## src/dspxb_params.svh

```systemverilog
`ifndef DSPXB_PARAMS_SVH
`define DSPXB_PARAMS_SVH
`define DSPXB_AW 16
`define DSPXB_DW 16
`define DSPXB_ROM_TOP 16'h0FFF
`define DSPXB_Q1 2'h0
`define DSPXB_Q2 2'h1
`define DSPXB_Q3 2'h2
`define DSPXB_Q4 2'h3
`endif

```

## src/dspxb_pkg.sv

```systemverilog
package dspxb_pkg;
  typedef enum logic [1:0] {
    DSPXB_SP_DATA = 2'h0,
    DSPXB_SP_PROG = 2'h1,
    DSPXB_SP_IO = 2'h2
  } dspxb_space_e;
  typedef logic [15:0] dspxb_word_t;
endpackage : dspxb_pkg

```

## src/dspxb_sync2.sv

```systemverilog
module dspxb_sync2 #(
  parameter int W = 1,
  parameter logic [W-1:0] INIT = '0
) (
  input wire logic mclk,
  input wire logic rst_b,
  input wire logic [W-1:0] d,
  output logic [W-1:0] q
);
  logic [W-1:0] meta_r;
  always_ff @(posedge mclk or negedge rst_b) begin
    if (!rst_b) begin
      meta_r <= INIT;
      q <= INIT;
    end else begin
      meta_r <= d;
      q <= meta_r;
    end
  end
endmodule : dspxb_sync2

```

## src/dspxb_top.sv

```systemverilog
// Contract
// Drive sixteen-bit address bus, msb first, for data, program or I/O space.
// Data bus driven only with write data; floated in reset or hold.
// Space selects idle high; only the accessed space goes low.
// Sample ready at transfer end; low adds one cycle and resamples.
// Read/write high for read and idle, low only on writes.
// Strobe idle high, low marks each external bus cycle.
// Global operand asserts bus request; arbiter answers with ready.
// Ready after bus request also means the bus was granted.
// Hold floats data, address, selects, read/write and strobe.
// Hold acknowledge asserted once hold mode is entered.
// Sync input is driven low, sampled on input clock rising edge.
// Microstate done pulses low during clock-a low after each memory operation.
// Slow memory may build one-wait ready from microstate done.
// Clock a is input clock over four, rises Q3, falls Q1.
// Clock b rises Q2, falls Q4.
// Reset stops work and clears program counter; fetch starts at zero.
// Interrupt ack low during clock-a low, address bus holds vector.
// Mode select low maps low 4K program words to internal ROM.
// Never more than one space select low at once.
`include "dspxb_params.svh"
module dspxb_top (
  input wire logic mclk,
  input wire logic rst_b,
  input wire logic req_valid,
  input wire dspxb_pkg::dspxb_space_e req_space,
  input wire logic req_write,
  input wire logic req_global,
  input wire logic req_fetch,
  input wire logic req_interrupt_ack_n,
  input wire dspxb_pkg::dspxb_word_t req_addr,
  input wire dspxb_pkg::dspxb_word_t req_wdata,
  input wire logic ready,
  input wire logic hold_n,
  input wire logic sync_n,
  input wire logic memory_mode_select,
  input wire dspxb_pkg::dspxb_word_t data_in,
  output logic req_accept,
  output logic done,
  output dspxb_pkg::dspxb_word_t rdata,
  output logic rom_hit,
  output dspxb_pkg::dspxb_word_t pc,
  output dspxb_pkg::dspxb_word_t addr_out,
  output logic addr_oe,
  output dspxb_pkg::dspxb_word_t data_out,
  output logic data_oe,
  output logic data_space_select_n,
  output logic program_space_select_n,
  output logic io_space_select_n,
  output logic rw,
  output logic transfer_strobe_n,
  output logic ctrl_oe,
  output logic global_bus_request_n,
  output logic hold_acknowledge_n,
  output logic microstate_done_n,
  output logic interrupt_ack_n,
  output logic quarter_clock_a,
  output logic quarter_clock_b
);
  import dspxb_pkg::*;

  typedef enum logic [3:0] {
    DSPXB_IDLE = 4'h1,
    DSPXB_BUS = 4'h2,
    DSPXB_WAIT = 4'h4,
    DSPXB_HOLD = 4'h8
  } dspxb_state_e;

  logic [3:0] pin_s;
  logic ready_s, hold_s, sync_s, mode_s;
  dspxb_word_t din_s;

  // Idle pin levels, so a reset never fakes a hold or a sync edge
  dspxb_sync2 #(.W(4), .INIT(4'h7)) u_sync_ctl (
    .mclk(mclk), .rst_b(rst_b),
    .d({ready, hold_n, sync_n, memory_mode_select}),
    .q(pin_s)
  );
  dspxb_sync2 #(.W(16), .INIT(16'h0000)) u_sync_dat (
    .mclk(mclk), .rst_b(rst_b), .d(data_in), .q(din_s)
  );
  assign ready_s = pin_s[3];
  assign hold_s = ~pin_s[2];
  assign sync_s = ~pin_s[1];
  assign mode_s = pin_s[0];

  // Quarter-phase counter; sync realigns to Q1
  logic [1:0] q_r, q_nxt;
  logic sync_d_r, sync_d_nxt;
  always_comb begin
    q_nxt = q_r + 2'h1;
    sync_d_nxt = sync_s;
    if (sync_s && !sync_d_r) q_nxt = `DSPXB_Q1;
  end

  dspxb_state_e st_r, st_nxt;
  dspxb_word_t addr_r, addr_nxt, wd_r, wd_nxt, rd_r, rd_nxt, pc_r, pc_nxt;
  logic [2:0] sel_r, sel_nxt;
  logic wr_r, wr_nxt, stb_r, stb_nxt, oe_r, oe_nxt, doe_r, doe_nxt;
  logic br_r, br_nxt, ha_r, ha_nxt, msc_r, msc_nxt;
  logic acc_r, acc_nxt, done_r, done_nxt, rom_r, rom_nxt, iak_r, iak_nxt;
  logic ca_r, ca_nxt, cb_r, cb_nxt;
  logic is_rom;

  always_comb begin
    is_rom = req_fetch && (req_space == DSPXB_SP_PROG) && !mode_s
             && (req_addr <= `DSPXB_ROM_TOP);
    st_nxt = st_r;
    addr_nxt = addr_r;
    wd_nxt = wd_r;
    rd_nxt = rd_r;
    pc_nxt = pc_r;
    sel_nxt = sel_r;
    wr_nxt = wr_r;
    stb_nxt = stb_r;
    oe_nxt = oe_r;
    doe_nxt = 1'b0;
    br_nxt = br_r;
    ha_nxt = ha_r;
    iak_nxt = iak_r;
    acc_nxt = 1'b0;
    done_nxt = 1'b0;
    rom_nxt = 1'b0;
    msc_nxt = 1'b1;
    // Clock outputs: a high in Q3,Q4; b high in Q2,Q3
    ca_nxt = (q_nxt == `DSPXB_Q3) || (q_nxt == `DSPXB_Q4);
    cb_nxt = (q_nxt == `DSPXB_Q2) || (q_nxt == `DSPXB_Q3);
    case (st_r)
      DSPXB_IDLE: begin
        // Bus completion lands in Q4; stretch into Q1 so it is seen while clock a is low
        if (!msc_r && q_r == `DSPXB_Q4) msc_nxt = 1'b0;
        sel_nxt = 3'h7;
        wr_nxt = 1'b1;
        stb_nxt = 1'b1;
        oe_nxt = 1'b1;
        br_nxt = 1'b1;
        ha_nxt = 1'b1;
        iak_nxt = 1'b1;
        if (hold_s) begin
          oe_nxt = 1'b0;
          ha_nxt = 1'b0;
          st_nxt = DSPXB_HOLD;
        end else if (req_valid && q_r == `DSPXB_Q4) begin
          acc_nxt = 1'b1;
          if (req_fetch) pc_nxt = req_addr + 16'h0001;
          if (is_rom) begin
            done_nxt = 1'b1;
            rom_nxt = 1'b1;
            msc_nxt = 1'b0;
          end else begin
            addr_nxt = req_addr;
            wd_nxt = req_wdata;
            wr_nxt = ~req_write;
            doe_nxt = req_write;
            stb_nxt = 1'b0;
            sel_nxt = 3'h7;
            sel_nxt[req_space] = 1'b0;
            br_nxt = ~(req_global && req_space == DSPXB_SP_DATA);
            iak_nxt = ~req_interrupt_ack_n;
            st_nxt = DSPXB_BUS;
          end
        end
      end
      DSPXB_BUS, DSPXB_WAIT: begin
        doe_nxt = ~wr_r;
        if (q_r == `DSPXB_Q3) begin
          // End of cycle: ready completes the transfer and grants the bus
          if (ready_s) begin
            rd_nxt = din_s;
            done_nxt = 1'b1;
            msc_nxt = 1'b0;
            doe_nxt = 1'b0;
            st_nxt = DSPXB_IDLE;
            sel_nxt = 3'h7;
            stb_nxt = 1'b1;
            wr_nxt = 1'b1;
            br_nxt = 1'b1;
            iak_nxt = 1'b1;
          end else begin
            st_nxt = DSPXB_WAIT;
          end
        end
      end
      DSPXB_HOLD: begin
        oe_nxt = 1'b0;
        ha_nxt = 1'b0;
        if (!hold_s) begin
          oe_nxt = 1'b1;
          ha_nxt = 1'b1;
          st_nxt = DSPXB_IDLE;
        end
      end
      default: st_nxt = DSPXB_IDLE;
    endcase
  end

  always_ff @(posedge mclk or negedge rst_b) begin
    if (!rst_b) begin
      // Reset floats data, clears pc to zero
      q_r <= `DSPXB_Q1;
      sync_d_r <= 1'b0;
      st_r <= DSPXB_IDLE;
      addr_r <= 16'h0000;
      wd_r <= 16'h0000;
      rd_r <= 16'h0000;
      pc_r <= 16'h0000;
      sel_r <= 3'h7;
      wr_r <= 1'b1;
      stb_r <= 1'b1;
      oe_r <= 1'b1;
      doe_r <= 1'b0;
      br_r <= 1'b1;
      ha_r <= 1'b1;
      iak_r <= 1'b1;
      acc_r <= 1'b0;
      done_r <= 1'b0;
      rom_r <= 1'b0;
      msc_r <= 1'b1;
      ca_r <= 1'b0;
      cb_r <= 1'b0;
    end else begin
      q_r <= q_nxt;
      sync_d_r <= sync_d_nxt;
      st_r <= st_nxt;
      addr_r <= addr_nxt;
      wd_r <= wd_nxt;
      rd_r <= rd_nxt;
      pc_r <= pc_nxt;
      sel_r <= sel_nxt;
      wr_r <= wr_nxt;
      stb_r <= stb_nxt;
      oe_r <= oe_nxt;
      doe_r <= doe_nxt && !hold_s;
      br_r <= br_nxt;
      ha_r <= ha_nxt;
      iak_r <= iak_nxt;
      acc_r <= acc_nxt;
      done_r <= done_nxt;
      rom_r <= rom_nxt;
      msc_r <= msc_nxt;
      ca_r <= ca_nxt;
      cb_r <= cb_nxt;
    end
  end

  assign req_accept = acc_r;
  assign done = done_r;
  assign rdata = rd_r;
  assign rom_hit = rom_r;
  assign pc = pc_r;
  assign addr_out = addr_r;
  assign addr_oe = oe_r;
  assign data_out = wd_r;
  assign data_oe = doe_r;
  assign data_space_select_n = sel_r[0];
  assign program_space_select_n = sel_r[1];
  assign io_space_select_n = sel_r[2];
  assign rw = wr_r;
  assign transfer_strobe_n = stb_r;
  assign ctrl_oe = oe_r;
  assign global_bus_request_n = br_r;
  assign hold_acknowledge_n = ha_r;
  assign microstate_done_n = msc_r;
  assign interrupt_ack_n = iak_r;
  assign quarter_clock_a = ca_r;
  assign quarter_clock_b = cb_r;
endmodule : dspxb_top

```

## config.mk

```make
export PLATFORM = sky130hd
export DESIGN_NAME = dspxb_top
export DESIGN_NICKNAME = d
export VERILOG_FILES = /design/src/dspxb_pkg.sv /design/src/dspxb_sync2.sv /design/src/dspxb_top.sv
export VERILOG_INCLUDE_DIRS = /design/src /design/src/src
export SDC_FILE = /design/constraint.sdc
export NUM_CORES = 1
export LEC_CHECK = 0
export ABC_AREA = 1
export BUFFER_PORTS_ARGS = -buffer_cell sky130_fd_sc_hd__buf_2
export CORE_ASPECT_RATIO = 0.7
export CORE_UTILIZATION = 47
export DETAILED_ROUTE_END_ITERATION = 8
export PLACE_DENSITY = 0.79
export SLEW_MARGIN = 20
export SYNTH_ARGS = -nofsm -noshare
export SYNTH_HDL_FRONTEND = slang
export SYNTH_SLANG_ARGS = --single-unit
```

## constraint.sdc

```tcl
create_clock -name mclk -period 1.5 [get_ports mclk]
set_input_delay 0.3 -clock mclk [delete_from_list [all_inputs] [get_ports mclk]]
set_output_delay 0.3 -clock mclk [all_outputs]
set_load 0.02 [all_outputs]
```

==> out/summary.txt, run 1 <==
cells along the critical path -> ha_2 -> nand2_2 -> nor2_4 -> nand2_4 -> nor2_8 -> inv_8 -> nand2_1 -> o21ai_0
CTS Buffer Depth -> 2
Max-cap violations -> 0
Residual DRC -> 0
post-DR wirelength/cell -> 14.28 um
Endpoint, Worst Hold -> data_out[6]
Post-Syn Area -> 4948 um^2
final instance area -> 6928 um^2
Ys Warns -> 0
Die X -> 124.6 um
r2r setup slk -> -0.03 ns
fillers -> 697
global-route wire length before repair -> 18.71 mm
grt ovf -> 0
Cell Rows -> 30
Vias -> 4072
max incr delay on CP -> 0.38 ns
startpoint types -> flop
Initial Utilization -> 49.75%
CTS tree -> built
Worst Hold Launch -> req_wdata[6]
Tcrit/Tclk final -> 102.0%
Crit path buffers/inverters -> 1
Final WS setup -> -0.02929 ns
H-tree levels -> 4
Top FF cell, synth -> dfrtp_1
Synth async-reset ratio -> 100.0%
Placed Area -> 5907 um^2
CP Depth -> 8
Global Route Usage Sum -> 22.11%
Synth top area share -> 55.63%
pin count of the biggest net entering global routing -> 47
most frequent cell after synthesis -> nand2_1
final core utilization -> 69.65%
Sink Count -> 126
Syn Nets -> 569
top post-synthesis cells by area -> dfrtp_1 56%, nand2_1 11%, dfstp_2 8.5%
crit-path leading delay family -> simple AND/OR/NAND/NOR gates
failing checks -> negative setup slack
worst clock skew -> 0.009424 ns
FF-to-FF End -> pc[7]
DRT Pass-1 Iters -> 4
Critical Path RT -> 1.77 ns
Num CTS Buffers -> 17
vias per cell -> 4.871
min Tclk post-route -> 1.529 ns
Mapped Cells -> 503
layout cells sized above 1 -> 34.89%
port bufs -> 141
Slew Viols, Final -> 0
Routed WL -> 11.94 mm
Final setup viols -> 1
RSZ-0062 raised after global routing -> true
initial antenna violation count -> 0
Critical Path End Type -> flop
area grow syn2layout -> 40.00%
DIE AREA -> 10950 um^2
peak supply drop -> 0.001247 V
fin nets -> 761
GPL Wtd Cong -> 0.8574
Crit-path slowest cell -> dfrtp_1
FF-to-FF Start -> q_r[0]
worst skew pair latency -> 0.40 ns
root buffer cell -> clkbuf_16
DRT iter0 DRCs -> 186
hpwl dp -> 8.209 mm
Max FO, Critical Path -> 24
LEAKAGE -> 3.808 nW
Post-synth EDFFs -> 0
# diodes -> 0
vias in the first global route -> 3964
fmax -> 653.9 MHz
post-route ant nets -> 0
dominant cell type by area after synthesis -> dfrtp_1
Die H -> 87.85 um
Worst-Margin Slew -> 0.3809 ns
Crit path arrival time -> 1.80 ns
core area -> 9947 um^2
Seq/Total Area, Yosys -> 64.12%
clk slew on worst S/H paths -> 0.06 ns
Hold Crit Class -> primary input to flop
mean post-synth cell area -> 9.838 um^2
Hold Fails Final Rpt -> 0
Worst slew margin -> 74.60%
number of top-level design ports -> 142
outcome -> finished, violations left
Distinct cells, synth -> 35
Synth Register Bits -> 126
leading cell types by count after synthesis -> 151 x nand2_1, 110 x dfrtp_1, 61 x inv_1
Reg2Reg Depth -> 8
PwrDens -> 1891 nW/um^2
hold depth -> 3
Setup Crit Path Kind -> flop to flop
-- through the flow --
step,TNS (ns),power [mW],hold slack (ns),std cells,setup slack (ns)
floorplan,0,6.927,0.004409,503,0.02717
global placement,0,8.145,0.2360,775,0.04397
detailed placement,-0.4573,8.295,0.2429,775,-0.06124
CTS,0,13.02,0.002263,831,0.001168
global route,-0.2734,13.76,0.1282,836,-0.06102
finish,-0.02929,13.10,0.1329,836,-0.02929
-- cells in the final DEF, fill, tap and decap left out, types with 3 or more instances in the layout --
cell and count:
a21oi_1 5, buf_12 5, buf_2 140, buf_4 17
buf_6 4, bufinv_16 6, clkbuf_1 3, clkbuf_16 17
clkinv_2 3, clkinv_4 3, dfrtp_1 110, dfstp_2 16
dlygate4sd3_1 21, ha_1 3, inv_1 59, inv_2 3
nand2_1 147, nand2_2 5, nand2_4 3, nand3_1 10
nand4_1 7, nor2_1 27, nor2_2 4, nor2_4 3
o21ai_0 40, o21ai_1 17, o21ai_2 6, xor2_1 6
-- registers in the layout, summed over array words and instances, names as in the netlist, 3 cells and up --
name	count
pc	16
data_out	16
rdata	16
sel_r	3
u_sync_ctl.meta_r	4
u_sync_dat.meta_r	16
u_sync_ctl.q	4
u_sync_dat.q	16
addr_out	16
st_r	4
-- cells by family (layout without fill, tap and decap cells) --
| kind of cell | Yosys count | count (layout) | synth area share (%) |
|---|---|---|---|
| AOI/OAI and AO/OA | 73 | 73 | 7.940 |
| DFF | 126 | 126 | 64.12 |
| adders and majority gates | 5 | 5 | 1.264 |
| and+or+nand+nor | 213 | 213 | 18.20 |
| xor gates and xnor gates | 7 | 7 | 1.239 |
| buffers and inverters | 79 | 284 | 7.231 |
-- report_power, final --
| part | leakage (nW) | total [mW] | internal, mW | switching (mW) |
|---|---|---|---|---|
| Clock | 0.325 | 4.56 | 3.16 | 1.40 |
| Combinational | 1.91 | 3.68 | 1.29 | 2.39 |
| Sequential | 1.57 | 4.85 | 4.35 | 0.506 |
| Total | 3.81 | 13.1 | 8.80 | 4.30 |
-- per-layer routing --
layer,GRT usage (%),share of wire (%),wire length [um]
met2,37.27,50,5975
met4,9.748,2.0,241
met1,27.20,43,5081
met3,6.109,5.4,640
met5,0,0,0
-- worst max-delay path by stage --
stage,startpoint,endpoint,slack [ns]
3_5_place_dp,st_r[0],addr_out[13],-0.06
4_1_cts,q_r[0],addr_out[6],0.001
2_1_floorplan,st_r[0],pc[10],0.03
3_3_place_gp,st_r[0],pc[8],0.04
6_report,q_r[0],pc[7],-0.03
5_1_grt,q_r[0],pc[7],-0.06
-- area by class of cell --
cell class / instances / area [um^2] / share of cell area, %
clock buffers: 21 / 450.4 / 6.502
multi-input cells: 298 / 1488 / 21.47
flip-flops and latches: 126 / 3173 / 45.80
repair buffers: 188 / 1191 / 17.19
well taps: 128 / 160.2 / 2.312
clock inverters: 11 / 212.7 / 3.070
inverters: 64 / 252.7 / 3.648
-- worst register-to-register path, delay by kind of cell (launching register included) --
| kind | cells | cell delay (ns) |
|---|---|---|
| AND/OR/NAND/NOR | 5 | 0.62 |
| flip-flops | 1 | 0.38 |
| adder cells (fa/ha/maj) | 1 | 0.20 |
| AO/OA/AOI/OAI | 1 | 0.10 |
| buffers and inverters | 1 | 0.09 |
-- what timing repair did --
| action | CTS | global route |
|---|---|---|
| resized for setup | 4 | 30 |
| hold buffers | 19 | 2 |
| setup endpoints to repair | 21 | 75 |
| pin swaps | 3 | 2 |
| endpoints found under the hold margin | 35 | 2 |
| cloned | 0 | 1 |
| buffers inserted | 5 | 2 |
No activity file was read; power rests on OpenSTA's default activity.
==> inputs of run 2 (changes only) <==
--- a/config.mk
+++ b/config.mk
@@ -12,6 +12,7 @@
 export CORE_UTILIZATION = 47
 export DETAILED_ROUTE_END_ITERATION = 8
 export PLACE_DENSITY = 0.79
+export SKIP_LAST_GASP = 1
 export SLEW_MARGIN = 20
 export SYNTH_ARGS = -nofsm -noshare
 export SYNTH_HDL_FRONTEND = slang
==> run 2 against run 1 <==
Compared with the run above: first-iteration DRC count grew 1.6%; die area is the same; the flow still finishes with violations (negative setup slack); critical path depth is the same; non-clock buffer count grew 3; clock power is essentially flat; combinational power is essentially flat; critical endpoint unchanged; largest power group unchanged; routed wire length grew 1.3%; fmax grew 1.8%; hold slack gained 0.0029 ns; flip-flop and latch count is the same; setup slack gained 0.027 ns; largest cell class unchanged; final cell count grew 0.60%.
==> out/summary.txt, run 2 (synthesis gave the netlist of run 1 again) <==
outcome -> finished, violations left
failing checks -> negative setup slack
Setup Crit Path Kind -> flop to flop
grt ovf -> 0 (unchanged)
Initial Utilization -> 49.75% (unchanged)
worst clock skew -> 0.009132 ns (-0.0002918 ns)
final instance area -> 6987 um^2 (+0.85%)
layout cells sized above 1 -> 35.20% (+0.32 points)
Slew Viols, Final -> 0 (unchanged)
Worst slew margin -> 74.72% (+0.11 points)
Sink Count -> 126 (unchanged)
fmax -> 665.8 MHz (+1.8%)
number of top-level design ports -> 142 (unchanged)
RSZ-0062 raised after global routing -> true
Max FO, Critical Path -> 6 (-75%)
Residual DRC -> 0 (unchanged)
DRT Pass-1 Iters -> 5 (+1)
root buffer cell -> clkbuf_16
vias in the first global route -> 3964 (unchanged)
LEAKAGE -> 3.840 nW (+0.83%)
final core utilization -> 70.24% (+0.59 points)
Final setup viols -> 1 (unchanged)
initial antenna violation count -> 0 (unchanged)
DRT iter0 DRCs -> 189 (+1.6%)
port bufs -> 141 (unchanged)
clk slew on worst S/H paths -> 0.06 ns (about the same)
sum of negative setup slack -> -0.001945 ns (+0.02735 ns)
Critical Path RT -> 1.78 ns (about the same)
Crit path arrival time -> 1.78 ns (-0.02 ns)
global-route wire length before repair -> 18.71 mm (unchanged)
worst slack, placed -> -0.06124 ns (unchanged)
GR Util met2 -> 37.27% (unchanged)
most frequent cells in the layout -> 142 x nand2_1, 140 x buf_2, 110 x dfrtp_1
CTS tree -> built
met1 usage -> 27.20% (unchanged)
# diodes -> 0 (unchanged)
Cell Rows -> 30 (unchanged)
Die X -> 124.6 um (unchanged)
commonest non-fill, non-tap cell in the layout -> nand2_1
Hold Fails Final Rpt -> 0 (unchanged)
DIE AREA -> 10950 um^2 (unchanged)
Critical Path End Type -> flop
hpwl dp -> 8.209 mm (unchanged)
CTS Buffer Depth -> 2 (unchanged)
Hold Crit Class -> primary input to flop
Reg2Reg Depth -> 8 (unchanged)
Tcrit/Tclk final -> 100.1% (-1.8 points)
met3 Resource Use GR -> 6.109% (unchanged)
post-DR wirelength/cell -> 14.39 um (+0.74%)
post-route ant nets -> 0 (unchanged)
Routed WL -> 12.10 mm (+1.3%)
worst skew pair latency -> 0.40 ns (about the same)
core area -> 9947 um^2 (unchanged)
H-tree levels -> 4 (unchanged)
min Tclk post-route -> 1.502 ns (-0.02735 ns)
vias per cell -> 4.862 (-0.18%)
Placed Area -> 5907 um^2 (unchanged)
peak supply drop -> 0.001244 V (-0.24%)
startpoint types -> flop
Die H -> 87.85 um (unchanged)
Global Route Usage Sum -> 22.11% (unchanged)
Final WS setup -> -0.001945 ns (+0.02735 ns)
fin nets -> 766 (+0.66%)
busiest grt layer -> met2
area grow syn2layout -> 41.19%
Worst-Margin Slew -> 0.3792 ns (-0.001691 ns)
Num CTS Buffers -> 17 (unchanged)
Max-cap violations -> 0 (unchanged)
GPL Wtd Cong -> 0.8574 (unchanged)
PwrDens -> 1879 nW/um^2 (-0.61%)
Vias -> 4089 (+0.42%)
hold depth -> 3 (unchanged)
pin count of the biggest net entering global routing -> 47 (unchanged)
## run 2: layout make-up
cell class | count | area, um^2
repair buffers | 191 | 1231
flip-flops and latches | 126 | 3173
inverters | 64 | 257.7
multi-input cells | 298 | 1481
repair inverters | 2 | 20.02
fillers | 689 | 2960
well taps | 128 | 160.2
clock inverters | 11 | 212.7
clock buffers | 21 | 450.4
## run 2: metal layers
metal	up-vias	wire [um]
li1	1962	-
met3	19	674
met1	1953	5180
met2	155	6029
met4	0	214
met5	-	0
## run 2: worst max-delay path, stage by stage, from the launching register on
cell and delay (ns):
dfstp_2 0.54, inv_1 0.09, nor2_4 0.21, nand2_4 0.10
nor2_8 0.14, buf_12 0.12, clkinv_8 0.05, nand2_1 0.06
o21ai_1 0.07
## run 2: report_power, final
part | internal, mW | switching, mW | total (mW) | leakage [nW]
sequential | 4.35 | 0.519 | 4.87 | 1.57
combinational | 1.31 | 2.39 | 3.70 | 1.94
clock | 3.16 | 1.40 | 4.56 | 0.325
## run 2: per-stage QoR
step / std cells / power (mW) / hold WS (ns)
after floorplan: 503 / 6.927 / 0.004409
after global placement: 775 / 8.145 / 0.2360
after detailed placement: 775 / 8.295 / 0.2429
after CTS: 831 / 13.02 / 0.002263
after global routing: 841 / 13.79 / 0.1261
final: 841 / 13.13 / 0.1359
## run 2: path summary, 6_finish.rpt
kind | from | to | slack, ns
max in group asynchronous | rst_b | transfer_strobe_n | 0.53
max | u_sync_ctl.q[2] | pc[7] | -0.002
max reg2reg | u_sync_ctl.q[2] | pc[7] | -0.002
min | req_wdata[6] | data_out[6] | 0.14
min in group asynchronous | rst_b | u_sync_dat.meta_r[5] | 0.36
min reg2reg | u_sync_dat.meta_r[10] | u_sync_dat.q[10] | 0.34
## run 2: what timing repair did
action | in CTS | in global routing
setup buffers | 5 | 5
hold buffers | 19 | 2
cloned | 0 | 3
endpoints found under the setup margin | 21 | 75
resized for setup | 3 | 31
pin swaps | 3 | 4
endpoints found under the hold margin | 35 | 2
==> inputs of run 3 (changes only) <==
--- a/config.mk
+++ b/config.mk
@@ -9,7 +9,7 @@
 export ABC_AREA = 1
 export BUFFER_PORTS_ARGS = -buffer_cell sky130_fd_sc_hd__buf_2
 export CORE_ASPECT_RATIO = 0.7
-export CORE_UTILIZATION = 47
+export CORE_UTILIZATION = 49
 export DETAILED_ROUTE_END_ITERATION = 8
 export PLACE_DENSITY = 0.79
 export SKIP_LAST_GASP = 1
==> constraint.sdc (replaced) <==
create_clock -name mclk -period 1.62 [get_ports mclk]
set_input_delay 0.324 -clock mclk [delete_from_list [all_inputs] [get_ports mclk]]
set_output_delay 0.324 -clock mclk [all_outputs]
set_load 0.02 [all_outputs]
==> run 3 against run 2 <==
Compared with the run above: the run now ends clean; register-to-register slack better by 0.06 ns; via count decreased by 4.4%; final cell count is 4.0% lower.
==> out/summary.txt, run 3 (synthesis gave the netlist of run 1 again) <==
peak supply drop -> 0.0009650 V (-22%)
cells along the critical path -> ha_2 -> nand2_2 -> nor2_4 -> nand2_4 -> nor2_8 -> buf_4 -> nand3_1 -> nand2_1
Hold Fails Final Rpt -> 0 (unchanged)
Power, Total -> 11.18 mW (-15%)
hpwl dp -> 7.988 mm (-2.7%)
r2r setup slk -> 0.06 ns (+0.06 ns)
Setup Crit Path Kind -> flop to flop
register area -> 3173 um^2 (unchanged)
Global Route Usage Sum -> 22.92% (+0.81 points)
vias in the first global route -> 3702 (-6.6%)
worst clock skew -> 0.006071 ns (-0.003061 ns)
commonest non-fill, non-tap cell in the layout -> nand2_1
layout cells sized above 1 -> 33.43% (-1.8 points)
Worst slew margin -> 67.14% (-7.6 points)
switching share of total power -> 34.17% (+1.3 points)
non-filler cells, final -> 807 (-4.0%)
GPL Wtd Cong -> 0.9600 (+12%)
global-route wire length before repair -> 17.99 mm (-3.8%)
sum of negative setup slack -> 0 ns (+0.001945 ns)
Placed Area -> 5844 um^2 (-1.1%)
DRT Pass-1 Iters -> 4 (-1)
Routed WL -> 11.22 mm (-7.3%)
pin count of the biggest net entering global routing -> 96 (+100%)
LEAKAGE -> 3.624 nW (-5.6%)
# diodes -> 0 (unchanged)
PwrDens -> 1727 nW/um^2 (-8.1%)
dpl cells -> 770 (-0.65%)
root buffer cell -> clkbuf_16
CTS tree -> built
Vias -> 3908 (-4.4%)
worst skew pair latency -> 0.40 ns (about the same)
Residual DRC -> 0 (unchanged)
Sw Pwr -> 3.820 mW (-11%)
initial antenna violation count -> 0 (unchanged)
Worst Hold Launch -> data_in[5]
Cell Rows -> 30 (unchanged)
number of top-level design ports -> 142 (unchanged)
clock share of power -> 31.2% (-3.5 points)
RSZ-0062 raised after global routing -> true
Critical Path RT -> 1.96 ns (+0.18 ns)
CTS Buffer Depth -> 2 (unchanged)
Final setup viols -> 0 (-1)
hold depth -> 1 (-2)
outcome -> finished, final reports clean
core area -> 9759 um^2 (-1.9%)
Max FO, Critical Path -> 6 (unchanged)
most frequent cells in the layout -> 150 x nand2_1, 140 x buf_2, 110 x dfrtp_1
fillers -> 770 (+12%)
H-tree levels -> 4 (unchanged)
port bufs -> 141 (unchanged)
min Tclk post-route -> 1.558 ns (+0.05579 ns)
Num CTS Buffers -> 17 (unchanged)
combinational share of power -> 28.6% (+0.4 points)
Endpoint, Worst Hold -> u_sync_dat.meta_r[5]
Crit path arrival time -> 1.90 ns (+0.12 ns)
startpoint types -> flop
DRT iter0 DRCs -> 311 (+65%)
FF-to-FF End -> pc[11]
vias per cell -> 4.843 (-0.40%)
FF-to-FF Start -> q_r[0]
Hold Crit Class -> primary input to flop
clk slew on worst S/H paths -> 0.06 ns (about the same)
post-DR wirelength/cell -> 13.90 um (-3.4%)
Die X -> 122.1 um (-2.0%)
max incr delay on CP -> 0.37 ns (-0.17 ns)
Slew Viols, Final -> 0 (unchanged)
area grow syn2layout -> 30.82%
final core utilization -> 66.33% (-3.9 points)
Tcrit/Tclk final -> 96.16% (-4.0 points)
Reg2Reg Depth -> 8 (unchanged)
Crit-path slowest cell -> dfrtp_1
fin nets -> 734 (-4.2%)
crit path launch -> q_r[0]
DIE AREA -> 10510 um^2 (-4.0%)
Critical Path End Type -> flop
Die H -> 86.08 um (-2.0%)
Sink Count -> 126 (unchanged)
final instance area -> 6474 um^2 (-7.3%)
grt ovf -> 0 (unchanged)
Int Power -> 7.359 mW (-17%)
Multi-input gate area -> 1435 um^2 (-3.1%)
Seq pwr share -> 40.1% (+3.0 points)
Initial Utilization -> 50.71% (+0.96 points)
Max-cap violations -> 0 (unchanged)
Worst-Margin Slew -> 0.4929 ns (+0.1136 ns)
post-route ant nets -> 0 (unchanged)
fmax -> 642.0 MHz (-3.6%)
==> run 3: through the flow <==
stage	setup WS, ns	hold WS [ns]
floorplan	0.1472	0.02841
global placement	0.1484	0.3328
detailed placement	0.08421	0.3347
CTS	0.07147	0.008933
global route	-0.04999	0.007267
finish	0.06227	0.02383
==> run 3: power groups by stage <==
stage	sequential, mW	clock (mW)	combinational, mW
after global placement	4.48	0	3.05
after CTS	4.48	3.54	3.16
after floorplan	5.37	0	1.04
final	4.49	3.49	3.20
after global routing	4.58	3.70	3.53
after detailed placement	4.51	0	3.15
==> run 3: worst max path at each step <==
stage / endpoint / slack [ns]
2_1_floorplan: pc[10] / 0.15
3_3_place_gp: pc[0] / 0.15
3_5_place_dp: pc[8] / 0.08
4_1_cts: pc[7] / 0.07
5_1_grt: pc[11] / -0.05
6_report: pc[11] / 0.06
==> run 3: area by class of cell <==
cell class                      count  area share, %
Multi-Input combinational cell    298          22.17
Clock buffer                       23          7.538
Inverter                           64          3.904
Timing Repair Buffer              161          13.94
Clock inverter                      7         0.9664
Sequential cell                   126          49.01
Tap cell                          128          2.474
==> run 3: metal layers <==
| metal | global-route usage [%] | up-vias | part of all wire (%) |
|---|---|---|---|
| li1 | - | 1903 | - |
| met1 | 32.01 | 1818 | 45 |
| met2 | 34.57 | 172 | 46 |
| met3 | 5.984 | 15 | 7.6 |
| met4 | 8.647 | 0 | 1.2 |
| met5 | 0 | - | 0 |
==> run 3: worst max-delay path: cells and delay by family (launching register included) <==
family	cells	cell delay, ns
adder cells (fa/ha/maj)	1	0.21
buffers and inverters	1	0.14
AND/OR/NAND/NOR	6	0.77
flip-flops	1	0.37
==> run 3: repair_timing <==
action	4_1_cts	5_1_grt
endpoints found under the setup margin	0	33
setup buffers	0	6
endpoints found under the hold margin	28	0
hold buffers	1	0
gates resized for setup	0	8
